===== src/rtl/drive_cfg_pkg.sv =====
`default_nettype none
package drive_cfg_pkg;

	// Object dictionary indices and subindices
	localparam logic [15:0] IDX_DRIVE_FLAGS  = 16'h3212;
	localparam logic [15:0] IDX_ANALOG_IN    = 16'h3220;
	localparam logic [15:0] IDX_ANALOG_CTRL  = 16'h3221;
	localparam logic [7:0]  SUB_COUNT        = 8'h00;
	localparam logic [7:0]  SUB_SPARE        = 8'h01;
	localparam logic [7:0]  SUB_FIELD        = 8'h02;
	localparam logic [7:0]  SUB_KEEP         = 8'h03;
	localparam logic [7:0]  SUB_READING      = 8'h01;

	// Fixed counts and values after reset
	localparam logic [7:0]  DRIVE_FLAGS_COUNT  = 8'h03;
	localparam logic [7:0]  ANALOG_INPUT_COUNT = 8'h01;
	localparam logic [7:0]  FLAG_RESET         = 8'h00;
	localparam logic [1:0]  CTRL_RESET         = 2'h0;
	localparam logic [15:0] READING_RESET      = 16'h0000;

	// Field direction override and keep-gains encodings (signed 8 bit)
	localparam logic [7:0]  FIELD_DEFAULT  = 8'h00;
	localparam logic [7:0]  FIELD_POSITIVE = 8'h01;
	localparam logic [7:0]  FIELD_NEGATIVE = 8'hff;
	localparam logic [7:0]  GAINS_AUTO     = 8'h00;
	localparam logic [7:0]  GAINS_KEEP     = 8'h01;

	// Analog control word layout
	localparam int          CTRL_BIT_IN1   = 0;
	localparam int          CTRL_BIT_IN2   = 1;
	localparam int          CTRL_USED_BITS = 2;

	// Conversion scale: full scale digits map to 10 V or 20 mA
	localparam logic [15:0] ADC_FULL_SCALE_DIGITS = 16'h03ff;
	localparam int          VOLT_FULL_SCALE_MV    = 10000;
	localparam int          CURR_FULL_SCALE_UA    = 20000;

	typedef enum logic [2:0] {
		ENT_NONE,
		ENT_DF_COUNT,
		ENT_DF_SPARE,
		ENT_DF_FIELD,
		ENT_DF_KEEP,
		ENT_AI_COUNT,
		ENT_AI_READING,
		ENT_AI_CTRL
	} entry_e;

	function automatic entry_e decodeEntry(input logic [15:0] idx, input logic [7:0] sub);
		entry_e e;
		e = ENT_NONE;
		if (idx == IDX_DRIVE_FLAGS && sub == SUB_COUNT) e = ENT_DF_COUNT;
		if (idx == IDX_DRIVE_FLAGS && sub == SUB_SPARE) e = ENT_DF_SPARE;
		if (idx == IDX_DRIVE_FLAGS && sub == SUB_FIELD) e = ENT_DF_FIELD;
		if (idx == IDX_DRIVE_FLAGS && sub == SUB_KEEP) e = ENT_DF_KEEP;
		if (idx == IDX_ANALOG_IN && sub == SUB_COUNT) e = ENT_AI_COUNT;
		if (idx == IDX_ANALOG_IN && sub == SUB_READING) e = ENT_AI_READING;
		if (idx == IDX_ANALOG_CTRL && sub == SUB_COUNT) e = ENT_AI_CTRL;
		return e;
	endfunction

endpackage
`default_nettype wire


===== src/rtl/analog_if.sv =====
`timescale 1ns/1ps
`default_nettype none
interface analog_if;
	logic [1:0]  modeSel;
	logic [15:0] reading;
	logic        overRange;
	logic        selOne;
	logic        selTwo;
	modport ctrl (output modeSel, input reading, input overRange, input selOne, input selTwo);
	modport frontend (input modeSel, output reading, output overRange, output selOne, output selTwo);
endinterface
`default_nettype wire


===== src/rtl/analog_front_end.sv =====
`timescale 1ns/1ps
`default_nettype none
module analog_front_end #(
	parameter logic [1:0] CURRENT_CAPABLE = 2'h1
) (
	// Clock and reset
	input  wire logic        sys_clk,
	input  wire logic        reset,
	// Converter pins
	input  wire logic        adcValid,
	input  wire logic [15:0] adcData,
	// Toward the object block
	analog_if.frontend       ai
);
	logic [2:0]  validSync_q;
	logic [15:0] dataS1_q;
	logic [15:0] dataS2_q;
	logic [15:0] reading_q;
	logic        overRange_q;
	logic        selOne_q;
	logic        selTwo_q;

	// Data settles before the valid edge reaches stage two, so both paths use equal depth
	always_ff @(posedge sys_clk or posedge reset) begin
		if (reset) begin
			validSync_q <= 3'h0;
			dataS1_q    <= 16'h0000;
			dataS2_q    <= 16'h0000;
		end else begin
			validSync_q <= {validSync_q[1:0], adcValid};
			dataS1_q    <= adcData;
			dataS2_q    <= dataS1_q;
		end
	end

	// sample capture
	always_ff @(posedge sys_clk or posedge reset) begin
		if (reset) begin
			reading_q   <= drive_cfg_pkg::READING_RESET;
			overRange_q <= 1'b0;
		end else if (validSync_q[1] && !validSync_q[2]) begin
			reading_q   <= dataS2_q;
			// full scale limit
			overRange_q <= $signed(dataS2_q) > $signed(drive_cfg_pkg::ADC_FULL_SCALE_DIGITS);
		end
	end

	// current mode gated
	always_ff @(posedge sys_clk or posedge reset) begin
		if (reset) begin
			selOne_q <= 1'b0;
			selTwo_q <= 1'b0;
		end else begin
			selOne_q <= ai.modeSel[drive_cfg_pkg::CTRL_BIT_IN1] & CURRENT_CAPABLE[drive_cfg_pkg::CTRL_BIT_IN1];
			selTwo_q <= ai.modeSel[drive_cfg_pkg::CTRL_BIT_IN2] & CURRENT_CAPABLE[drive_cfg_pkg::CTRL_BIT_IN2];
		end
	end

	assign ai.reading   = reading_q;
	assign ai.overRange = overRange_q;
	assign ai.selOne    = selOne_q;
	assign ai.selTwo    = selTwo_q;

	selOneFollow_a: assert property (@(posedge sys_clk) disable iff (reset)
		ai.modeSel[0] && CURRENT_CAPABLE[0] |=> selOne_q)
		else $error("Input one did not switch to current");
	noCurrentTwo_a: assert property (@(posedge sys_clk) disable iff (reset)
		!CURRENT_CAPABLE[1] |-> !selTwo_q)
		else $error("Input two in current mode without support");
	sampleTaken_a: assert property (@(posedge sys_clk) disable iff (reset)
		$rose(adcValid) ##2 (validSync_q[1] && !validSync_q[2]) |=> reading_q == $past(dataS2_q))
		else $error("Converter sample not captured");
	sampleCaptured_c: cover property (@(posedge sys_clk) disable iff (reset)
		validSync_q[1] && !validSync_q[2]);
endmodule
`default_nettype wire


===== src/rtl/drive_flags_analog_input_cfg.sv =====
// Notes on behaviour
// Field override takes 0 default, 1 positive, -1 negative; others refused.
// Field override write is stored, applied only at controller restart.
// After changing field override and restarting, operator reruns auto setup.
// Keep-gains 0: auto setup detects motor type, loads matching gain set.
// Keep-gains 1: auto setup uses stored gains and leaves them unchanged.
// Drive flags count reads 3; entries are signed 8 bit, reset zero.
// Analog reading is read-only signed 16 bit in converter digits.
// Analog count reads 1; the single reading resets to zero.
// Voltage mode: 1023 digits equal 10 V, linear.
// Current mode: 1023 digits equal 20 mA, linear.
// Control bit 0 selects input one, bit 1 selects input two.
// Control bit 0 means voltage, 1 means current.
// Current mode only takes effect where hardware supports it.
// Control bits 2 to 31 read zero and ignore writes.
`timescale 1ns/1ps
`default_nettype none
module drive_flags_analog_input_cfg #(
	parameter logic [1:0] CURRENT_CAPABLE = 2'h1
) (
	// Clock and reset
	input  wire logic        sys_clk,
	input  wire logic        reset,
	// Object dictionary access
	input  wire logic        odReq,
	input  wire logic        odWrite,
	input  wire logic [15:0] odIndex,
	input  wire logic [7:0]  odSubindex,
	input  wire logic [31:0] odWdata,
	output logic             odAck,
	output logic             odAbort,
	output logic [31:0]      odRdata,
	// Drive control
	input  wire logic        controllerRestart,
	output logic             keepGains,
	output logic             forcePositiveField,
	output logic             forceNegativeField,
	// Analog input
	input  wire logic        adcValid,
	input  wire logic [15:0] adcData,
	output logic             input_one_measure_select,
	output logic             input_two_measure_select,
	output logic             adcOverRange
);
	analog_if ai ();

	drive_cfg_pkg::entry_e entry;
	logic        [7:0]  spare_q;
	logic        [7:0]  fieldStored_q;
	logic        [7:0]  keep_q;
	logic        [1:0]  ctrl_q;
	logic        [31:0] readMux;
	logic               writeOk;
	logic               ack_q;
	logic               abort_q;
	logic        [31:0] rdata_q;
	logic               keepGains_q;
	logic               forcePos_q;
	logic               forceNeg_q;
	logic        [7:0]  wByte;
	logic               fieldLegal;
	logic               keepLegal;

	assign entry = drive_cfg_pkg::decodeEntry(odIndex, odSubindex);
	assign wByte = odWdata[7:0];

	// only three field values
	assign fieldLegal = wByte == drive_cfg_pkg::FIELD_DEFAULT || wByte == drive_cfg_pkg::FIELD_POSITIVE
		|| wByte == drive_cfg_pkg::FIELD_NEGATIVE;
	assign keepLegal = wByte == drive_cfg_pkg::GAINS_AUTO || wByte == drive_cfg_pkg::GAINS_KEEP;

	always_comb begin
		readMux = 32'h00000000;
		writeOk = 1'b0;
		unique case (entry)
			// count is fixed
			drive_cfg_pkg::ENT_DF_COUNT: begin
				readMux = {24'h000000, drive_cfg_pkg::DRIVE_FLAGS_COUNT};
			end
			drive_cfg_pkg::ENT_DF_SPARE: begin
				readMux = {{24{spare_q[7]}}, spare_q};
				writeOk = 1'b1;
			end
			drive_cfg_pkg::ENT_DF_FIELD: begin
				readMux = {{24{fieldStored_q[7]}}, fieldStored_q};
				writeOk = fieldLegal;
			end
			drive_cfg_pkg::ENT_DF_KEEP: begin
				readMux = {{24{keep_q[7]}}, keep_q};
				writeOk = keepLegal;
			end
			// one analog input
			drive_cfg_pkg::ENT_AI_COUNT: begin
				readMux = {24'h000000, drive_cfg_pkg::ANALOG_INPUT_COUNT};
			end
			// signed reading, read only
			drive_cfg_pkg::ENT_AI_READING: begin
				readMux = {{16{ai.reading[15]}}, ai.reading};
			end
			// upper bits zero
			drive_cfg_pkg::ENT_AI_CTRL: begin
				readMux = {30'h00000000, ctrl_q};
				writeOk = 1'b1;
			end
			drive_cfg_pkg::ENT_NONE: begin
				readMux = 32'h00000000;
			end
		endcase
	end

	// Answer one cycle after each request; unmapped, read-only or illegal writes abort
	always_ff @(posedge sys_clk or posedge reset) begin
		if (reset) begin
			ack_q   <= 1'b0;
			abort_q <= 1'b0;
			rdata_q <= 32'h00000000;
		end else begin
			ack_q   <= odReq;
			abort_q <= odReq && (entry == drive_cfg_pkg::ENT_NONE || (odWrite && !writeOk));
			rdata_q <= (odReq && !odWrite) ? readMux : 32'h00000000;
		end
	end

	// entries reset to zero
	always_ff @(posedge sys_clk or posedge reset) begin
		if (reset) begin
			spare_q       <= drive_cfg_pkg::FLAG_RESET;
			fieldStored_q <= drive_cfg_pkg::FLAG_RESET;
			keep_q        <= drive_cfg_pkg::FLAG_RESET;
		end else if (odReq && odWrite && writeOk) begin
			if (entry == drive_cfg_pkg::ENT_DF_SPARE) spare_q <= wByte;
			if (entry == drive_cfg_pkg::ENT_DF_FIELD) fieldStored_q <= wByte;
			if (entry == drive_cfg_pkg::ENT_DF_KEEP) keep_q <= wByte;
		end
	end

	// control bits per input
	always_ff @(posedge sys_clk or posedge reset) begin
		if (reset) begin
			ctrl_q <= drive_cfg_pkg::CTRL_RESET;
		end else if (odReq && odWrite && entry == drive_cfg_pkg::ENT_AI_CTRL) begin
			ctrl_q <= odWdata[drive_cfg_pkg::CTRL_USED_BITS-1:0];
		end
	end

	// applied only at restart
	always_ff @(posedge sys_clk or posedge reset) begin
		if (reset) begin
			forcePos_q    <= 1'b0;
			forceNeg_q    <= 1'b0;
		end else if (controllerRestart) begin
			forcePos_q    <= fieldStored_q == drive_cfg_pkg::FIELD_POSITIVE;
			forceNeg_q    <= fieldStored_q == drive_cfg_pkg::FIELD_NEGATIVE;
		end
	end

	// gain choice for setup
	always_ff @(posedge sys_clk or posedge reset) begin
		if (reset) begin
			keepGains_q <= 1'b0;
		end else if (odReq && odWrite && writeOk && entry == drive_cfg_pkg::ENT_DF_KEEP) begin
			keepGains_q <= wByte == drive_cfg_pkg::GAINS_KEEP;
		end
	end

	assign ai.modeSel = ctrl_q;

	analog_front_end #(
		.CURRENT_CAPABLE(CURRENT_CAPABLE)
	) frontEnd (
		.sys_clk (sys_clk),
		.reset   (reset),
		.adcValid(adcValid),
		.adcData (adcData),
		.ai      (ai)
	);

	assign odAck                    = ack_q;
	assign odAbort                  = abort_q;
	assign odRdata                  = rdata_q;
	assign keepGains                = keepGains_q;
	assign forcePositiveField       = forcePos_q;
	assign forceNegativeField       = forceNeg_q;
	assign input_one_measure_select = ai.selOne;
	assign input_two_measure_select = ai.selTwo;
	assign adcOverRange             = ai.overRange;

	ackTiming_a: assert property (@(posedge sys_clk) disable iff (reset)
		odReq |=> odAck)
		else $error("Request not answered next cycle");
	badField_a: assert property (@(posedge sys_clk) disable iff (reset)
		odReq && odWrite && entry == drive_cfg_pkg::ENT_DF_FIELD && !fieldLegal |=> odAbort && $stable(fieldStored_q))
		else $error("Illegal field value accepted");
	fieldHold_a: assert property (@(posedge sys_clk) disable iff (reset)
		!controllerRestart |=> $stable(forcePositiveField) && $stable(forceNegativeField))
		else $error("Field direction changed without restart");
	restartLoad_a: assert property (@(posedge sys_clk) disable iff (reset)
		controllerRestart && fieldStored_q == drive_cfg_pkg::FIELD_NEGATIVE |=> forceNegativeField && !forcePositiveField)
		else $error("Restart did not apply negative field");
	keepGains_a: assert property (@(posedge sys_clk) disable iff (reset)
		odReq && odWrite && entry == drive_cfg_pkg::ENT_DF_KEEP && wByte == drive_cfg_pkg::GAINS_KEEP |=> keepGains)
		else $error("Keep gains not raised");
	autoGains_a: assert property (@(posedge sys_clk) disable iff (reset)
		odReq && odWrite && entry == drive_cfg_pkg::ENT_DF_KEEP && wByte == drive_cfg_pkg::GAINS_AUTO |=> !keepGains)
		else $error("Keep gains not cleared");
	flagsCount_a: assert property (@(posedge sys_clk) disable iff (reset)
		odReq && !odWrite && entry == drive_cfg_pkg::ENT_DF_COUNT |=> odRdata == 32'h00000003 && !odAbort)
		else $error("Drive flags count wrong");
	analogCount_a: assert property (@(posedge sys_clk) disable iff (reset)
		odReq && !odWrite && entry == drive_cfg_pkg::ENT_AI_COUNT |=> odRdata == 32'h00000001)
		else $error("Analog count wrong");
	readingRo_a: assert property (@(posedge sys_clk) disable iff (reset)
		odReq && odWrite && entry == drive_cfg_pkg::ENT_AI_READING |=> odAbort)
		else $error("Write to reading not refused");
	ctrlUpper_a: assert property (@(posedge sys_clk) disable iff (reset)
		odReq && !odWrite && entry == drive_cfg_pkg::ENT_AI_CTRL |=> odRdata[31:2] == 30'h00000000)
		else $error("Control word upper bits not zero");

	restartApplied_c: cover property (@(posedge sys_clk) disable iff (reset)
		controllerRestart && fieldStored_q == drive_cfg_pkg::FIELD_POSITIVE);
	abortSeen_c: cover property (@(posedge sys_clk) disable iff (reset) odAbort);
	currentMode_c: cover property (@(posedge sys_clk) disable iff (reset) input_one_measure_select);
endmodule
`default_nettype wire


===== config.mk =====
export PLATFORM = sky130hd
export DESIGN_NAME = drive_flags_analog_input_cfg
export DESIGN_NICKNAME = d
export VERILOG_FILES = /design/src/rtl/drive_cfg_pkg.sv /design/src/rtl/analog_if.sv /design/src/rtl/analog_front_end.sv /design/src/rtl/drive_flags_analog_input_cfg.sv
export SDC_FILE = /design/constraint.sdc
export NUM_CORES = 1
export LEC_CHECK = 0
export BUFFER_PORTS_ARGS = -buffer_cell sky130_fd_sc_hd__buf_2
export CAP_MARGIN = 10
export CELL_PAD_IN_SITES_DETAIL_PLACEMENT = 1
export CELL_PAD_IN_SITES_GLOBAL_PLACEMENT = 1
export CORE_ASPECT_RATIO = 0.5
export CORE_MARGIN = 3
export CORE_UTILIZATION = 44
export DETAILED_ROUTE_END_ITERATION = 10
export GPL_TIMING_DRIVEN = 0
export PLACE_DENSITY_LB_ADDON = 0.08
export RECOVER_POWER = 25
export REMOVE_ABC_BUFFERS = 1
export SYNTH_ARGS = -nofsm -noshare
export SYNTH_HDL_FRONTEND = slang
export SYNTH_HIERARCHICAL = 1
export SYNTH_SLANG_ARGS = --single-unit

===== constraint.sdc =====
create_clock -name sys_clk -period 4.2 [get_ports sys_clk]
set_clock_uncertainty 0.15 [all_clocks]
set_input_delay 0.84 -clock sys_clk [delete_from_list [all_inputs] [get_ports sys_clk]]
set_output_delay 0.84 -clock sys_clk [all_outputs]
set_load 0.01 [all_outputs]

==> flow_metrics.tcl <==
set metrics [dict create \
    period_share_pct 75.1 \
    setup_viol 0 \
    fillers 923 \
    synth_area_um2 4080 \
    wirelength_um 9150 \
    die_x_um 142 \
    grt_max_degree 39 \
    synth_warnings 6 \
    ctsHoldBuffers 0 \
    cp_slowest_cell "nor4b_2" \
    postRouteAntennaNets 0 \
    slowest_delay_ns 0.75 \
    cts_resized 0 \
    p_leak_uw 0.00226 \
    path_cells "buf_2, nor4b_2, nand2_1, nor3_1, o211ai_1, mux2_2" \
    endpoint_kind "flop" \
    grt_pass1_vias 2776 \
    area_delta_synth_final_pct 17.4 \
    fmax_mhz 317 \
    grt.total_usage_pct 18.1 \
    final_common_cell "dfrtp_1" \
    via_per_inst 5.21 \
    crit_buf_inv 1 \
    clock-sinks 100 \
    outcome "completed" \
    period_needed_ns 3.15 \
    rows 24 \
    cts_tree "yes" \
    clkSlewWorstSetupHoldPaths_ns 0.07 \
    cts_max_level 3 \
    grt_pass1_wl_um 14500 \
    crit_arrival_ns 3.23 \
    critPathTopFamily "simple AND/OR/NAND/NOR gates" \
    io_buffers 92 \
    critical_path_class "input pin to flop" \
    final_cell_mix "dfrtp_1, buf_2, mux2_2" \
    synth-seq-cells 100 \
    yosysTopAreaCell "dfrtp_1" \
    ys_seq_area_share_pct 61.3 \
    clk_latency_ns 0.35 \
    cts_made_buffers 9 \
    antenna_found_initial 0 \
    cts_setup_buffers 0 \
    ios 118 \
    num_vias 2583 \
    synthTopCellsByArea "dfrtp_1, mux2_2, buf_4" \
    ir_worst_vdd_v 0.000208 \
    relSlewSlack_pct 43.8 \
    die_y_um 74.1 \
    tns_ns 0 \
    netlist_instances 298 \
    grt.overflow.total 0 \
    clock-root-buffer "clkbuf_16" \
    hold_violations 0 \
    avgRoutedWirePerCell_um 18.5 \
    tightest_slew_ns 0.840 \
    dr.pass1.iters 4 \
    whs_ns 0.200 \
    synth_area_per_cell_um2 13.7 \
    coreArea_um2 8860 \
    drc 0 \
    drtIter0Drc 130 \
    power.density_nw_per_um2 411 \
    start_util_pct 46.1 \
    drive_above_1_share_pct 44.3 \
    post-synth-top-area-fraction_pct 61.3 \
    start_kind "input pin" \
    crit_required_ns 4.28 \
    place.gp.congestion 0.870 \
    dp_hpwl_um 6760 \
    min_path_type "flop to flop" \
    rsz0062_at_grt "no" \
    regArea_um2 2500 \
    cap_violations 0 \
    synth.distinct_cells 54 \
    fin_nets 452 \
    slew_violations 0 \
    cts_buffer_depth 2 \
    antenna_cells 0 \
    dieArea_um2 10500 \
    multi_input_area_um2 1320 \
    cp_max_fo 17 \
]
[state kept, by name, summed over array words and instances (netlist names), 2 cells and up]
signal,flops
spare_q,8
fieldStored_q,8
frontEnd/validSync_q,3
odRdata,16
ai.modeSel,2
frontEnd/dataS2_q,16
frontEnd/ai.reading,16
keep_q,8
frontEnd/dataS1_q,16
[layer usage]
layer | wire [um] | GRT usage, % | part of all wire [%]
met1 | 3960 | 22.2 | 43
met2 | 4710 | 32.1 | 51
met3 | 381 | 5.14 | 4.2
met4 | 95 | 5.21 | 1.0
met5 | 0 | 0 | 0
[layout make-up]
cell class,count,share of cell area [%]
inverter,7,0.549
sequential,100,52.2
clock inverter,6,1.31
timing repair buffer,94,10.4
multi-input combinational,162,27.5
clock buffer,10,4.99
tap,117,3.06
[power breakdown]
part           internal, uW  switching [uW]  total [uW]  leakage, uW
combinational          56.6            63.2         120     0.000845
clock                   435             387         822     0.000149
sequential             1000            20.2        1020      0.00127
total                  1500             471        1970      0.00226
[synthesized netlist by cell type, drive strengths merged]
master / count
or2: 3
dfrtp: 100
inv: 7
nor3b: 1
and3b: 1
and4: 2
o31a: 1
nor2: 10
o21ai: 3
or3: 2
o32ai: 2
conb: 1
o211ai: 1
or2b: 1
and3: 1
a31o: 1
nand4b: 1
nand3: 5
o31ai: 1
nor4b: 2
or4: 5
or4b: 1
o21bai: 1
nor4: 4
o22a: 5
a32oi: 5
nand3b: 2
a22oi: 8
buf: 26
nand4: 7
o311ai: 1
clkbuf: 3
nand2: 14
nor2b: 9
a31oi: 1
a21oi: 13
nand2b: 2
nor3: 8
mux2: 37
[cell families after synthesis]
kind of cell | after synthesis | synth area share [%]
compound gates | 43 | 8.89
simple gates | 81 | 12.3
other cells | 1 | 0.0919
flops | 100 | 61.3
mux | 37 | 10.9
buf+inv | 36 | 6.47
[worst register-to-register path, cell delays in order, from the launching register on]
cell	delay, ns
dfrtp_1	0.41
mux2_2	0.28
a22oi_1	0.17
or2_1	0.51
a21oi_2	0.11
[worst paths after layout]
path / startpoint / end / slack, ns / cells past startpoint
worst max-delay path: odSubindex[1] / fieldStored_q[5]$_DFFE_PP0P_ / 1.05 / 6
worst min-delay path: frontEnd/dataS1_q[1]$_DFF_PP0_ / frontEnd/dataS2_q[1]$_DFF_PP0_ / 0.20 / 0
worst max register to register: fieldStored_q[7]$_DFFE_PP0P_ / odRdata[9]$_DFF_PP0_ / 2.44 / 4
worst min register to register: frontEnd/dataS1_q[1]$_DFF_PP0_ / frontEnd/dataS2_q[1]$_DFF_PP0_ / 0.20 / 0
max in group asynchronous: reset / frontEnd/ai.reading[11]$_DFFE_PP0P_ / 2.77 / 3
min in group asynchronous: reset / odRdata[30]$_DFF_PP0_ / 0.33 / 2
[stage by stage]
| stage | std cells | area, um^2 | util (%) | total power, uW | setup slack, ns |
|---|---|---|---|---|---|
| 6_report | 496 | 4790 | 54.1 | 1970 | 1.05 |
| 5_1_grt | 496 | 4790 | 54.1 | 2050 | 0.746 |
| 4_1_cts | 496 | 4790 | 54.1 | 1990 | 1.04 |
| 3_5_place_dp | 480 | 4490 | 50.7 | 1170 | 0.674 |
| 3_3_place_gp | 478 | 4450 | 50.2 | 1150 | 0.749 |
| 2_1_floorplan | 269 | 3840 | - | 1100 | 1.20 |
Power figures use the tool's default switching activity.
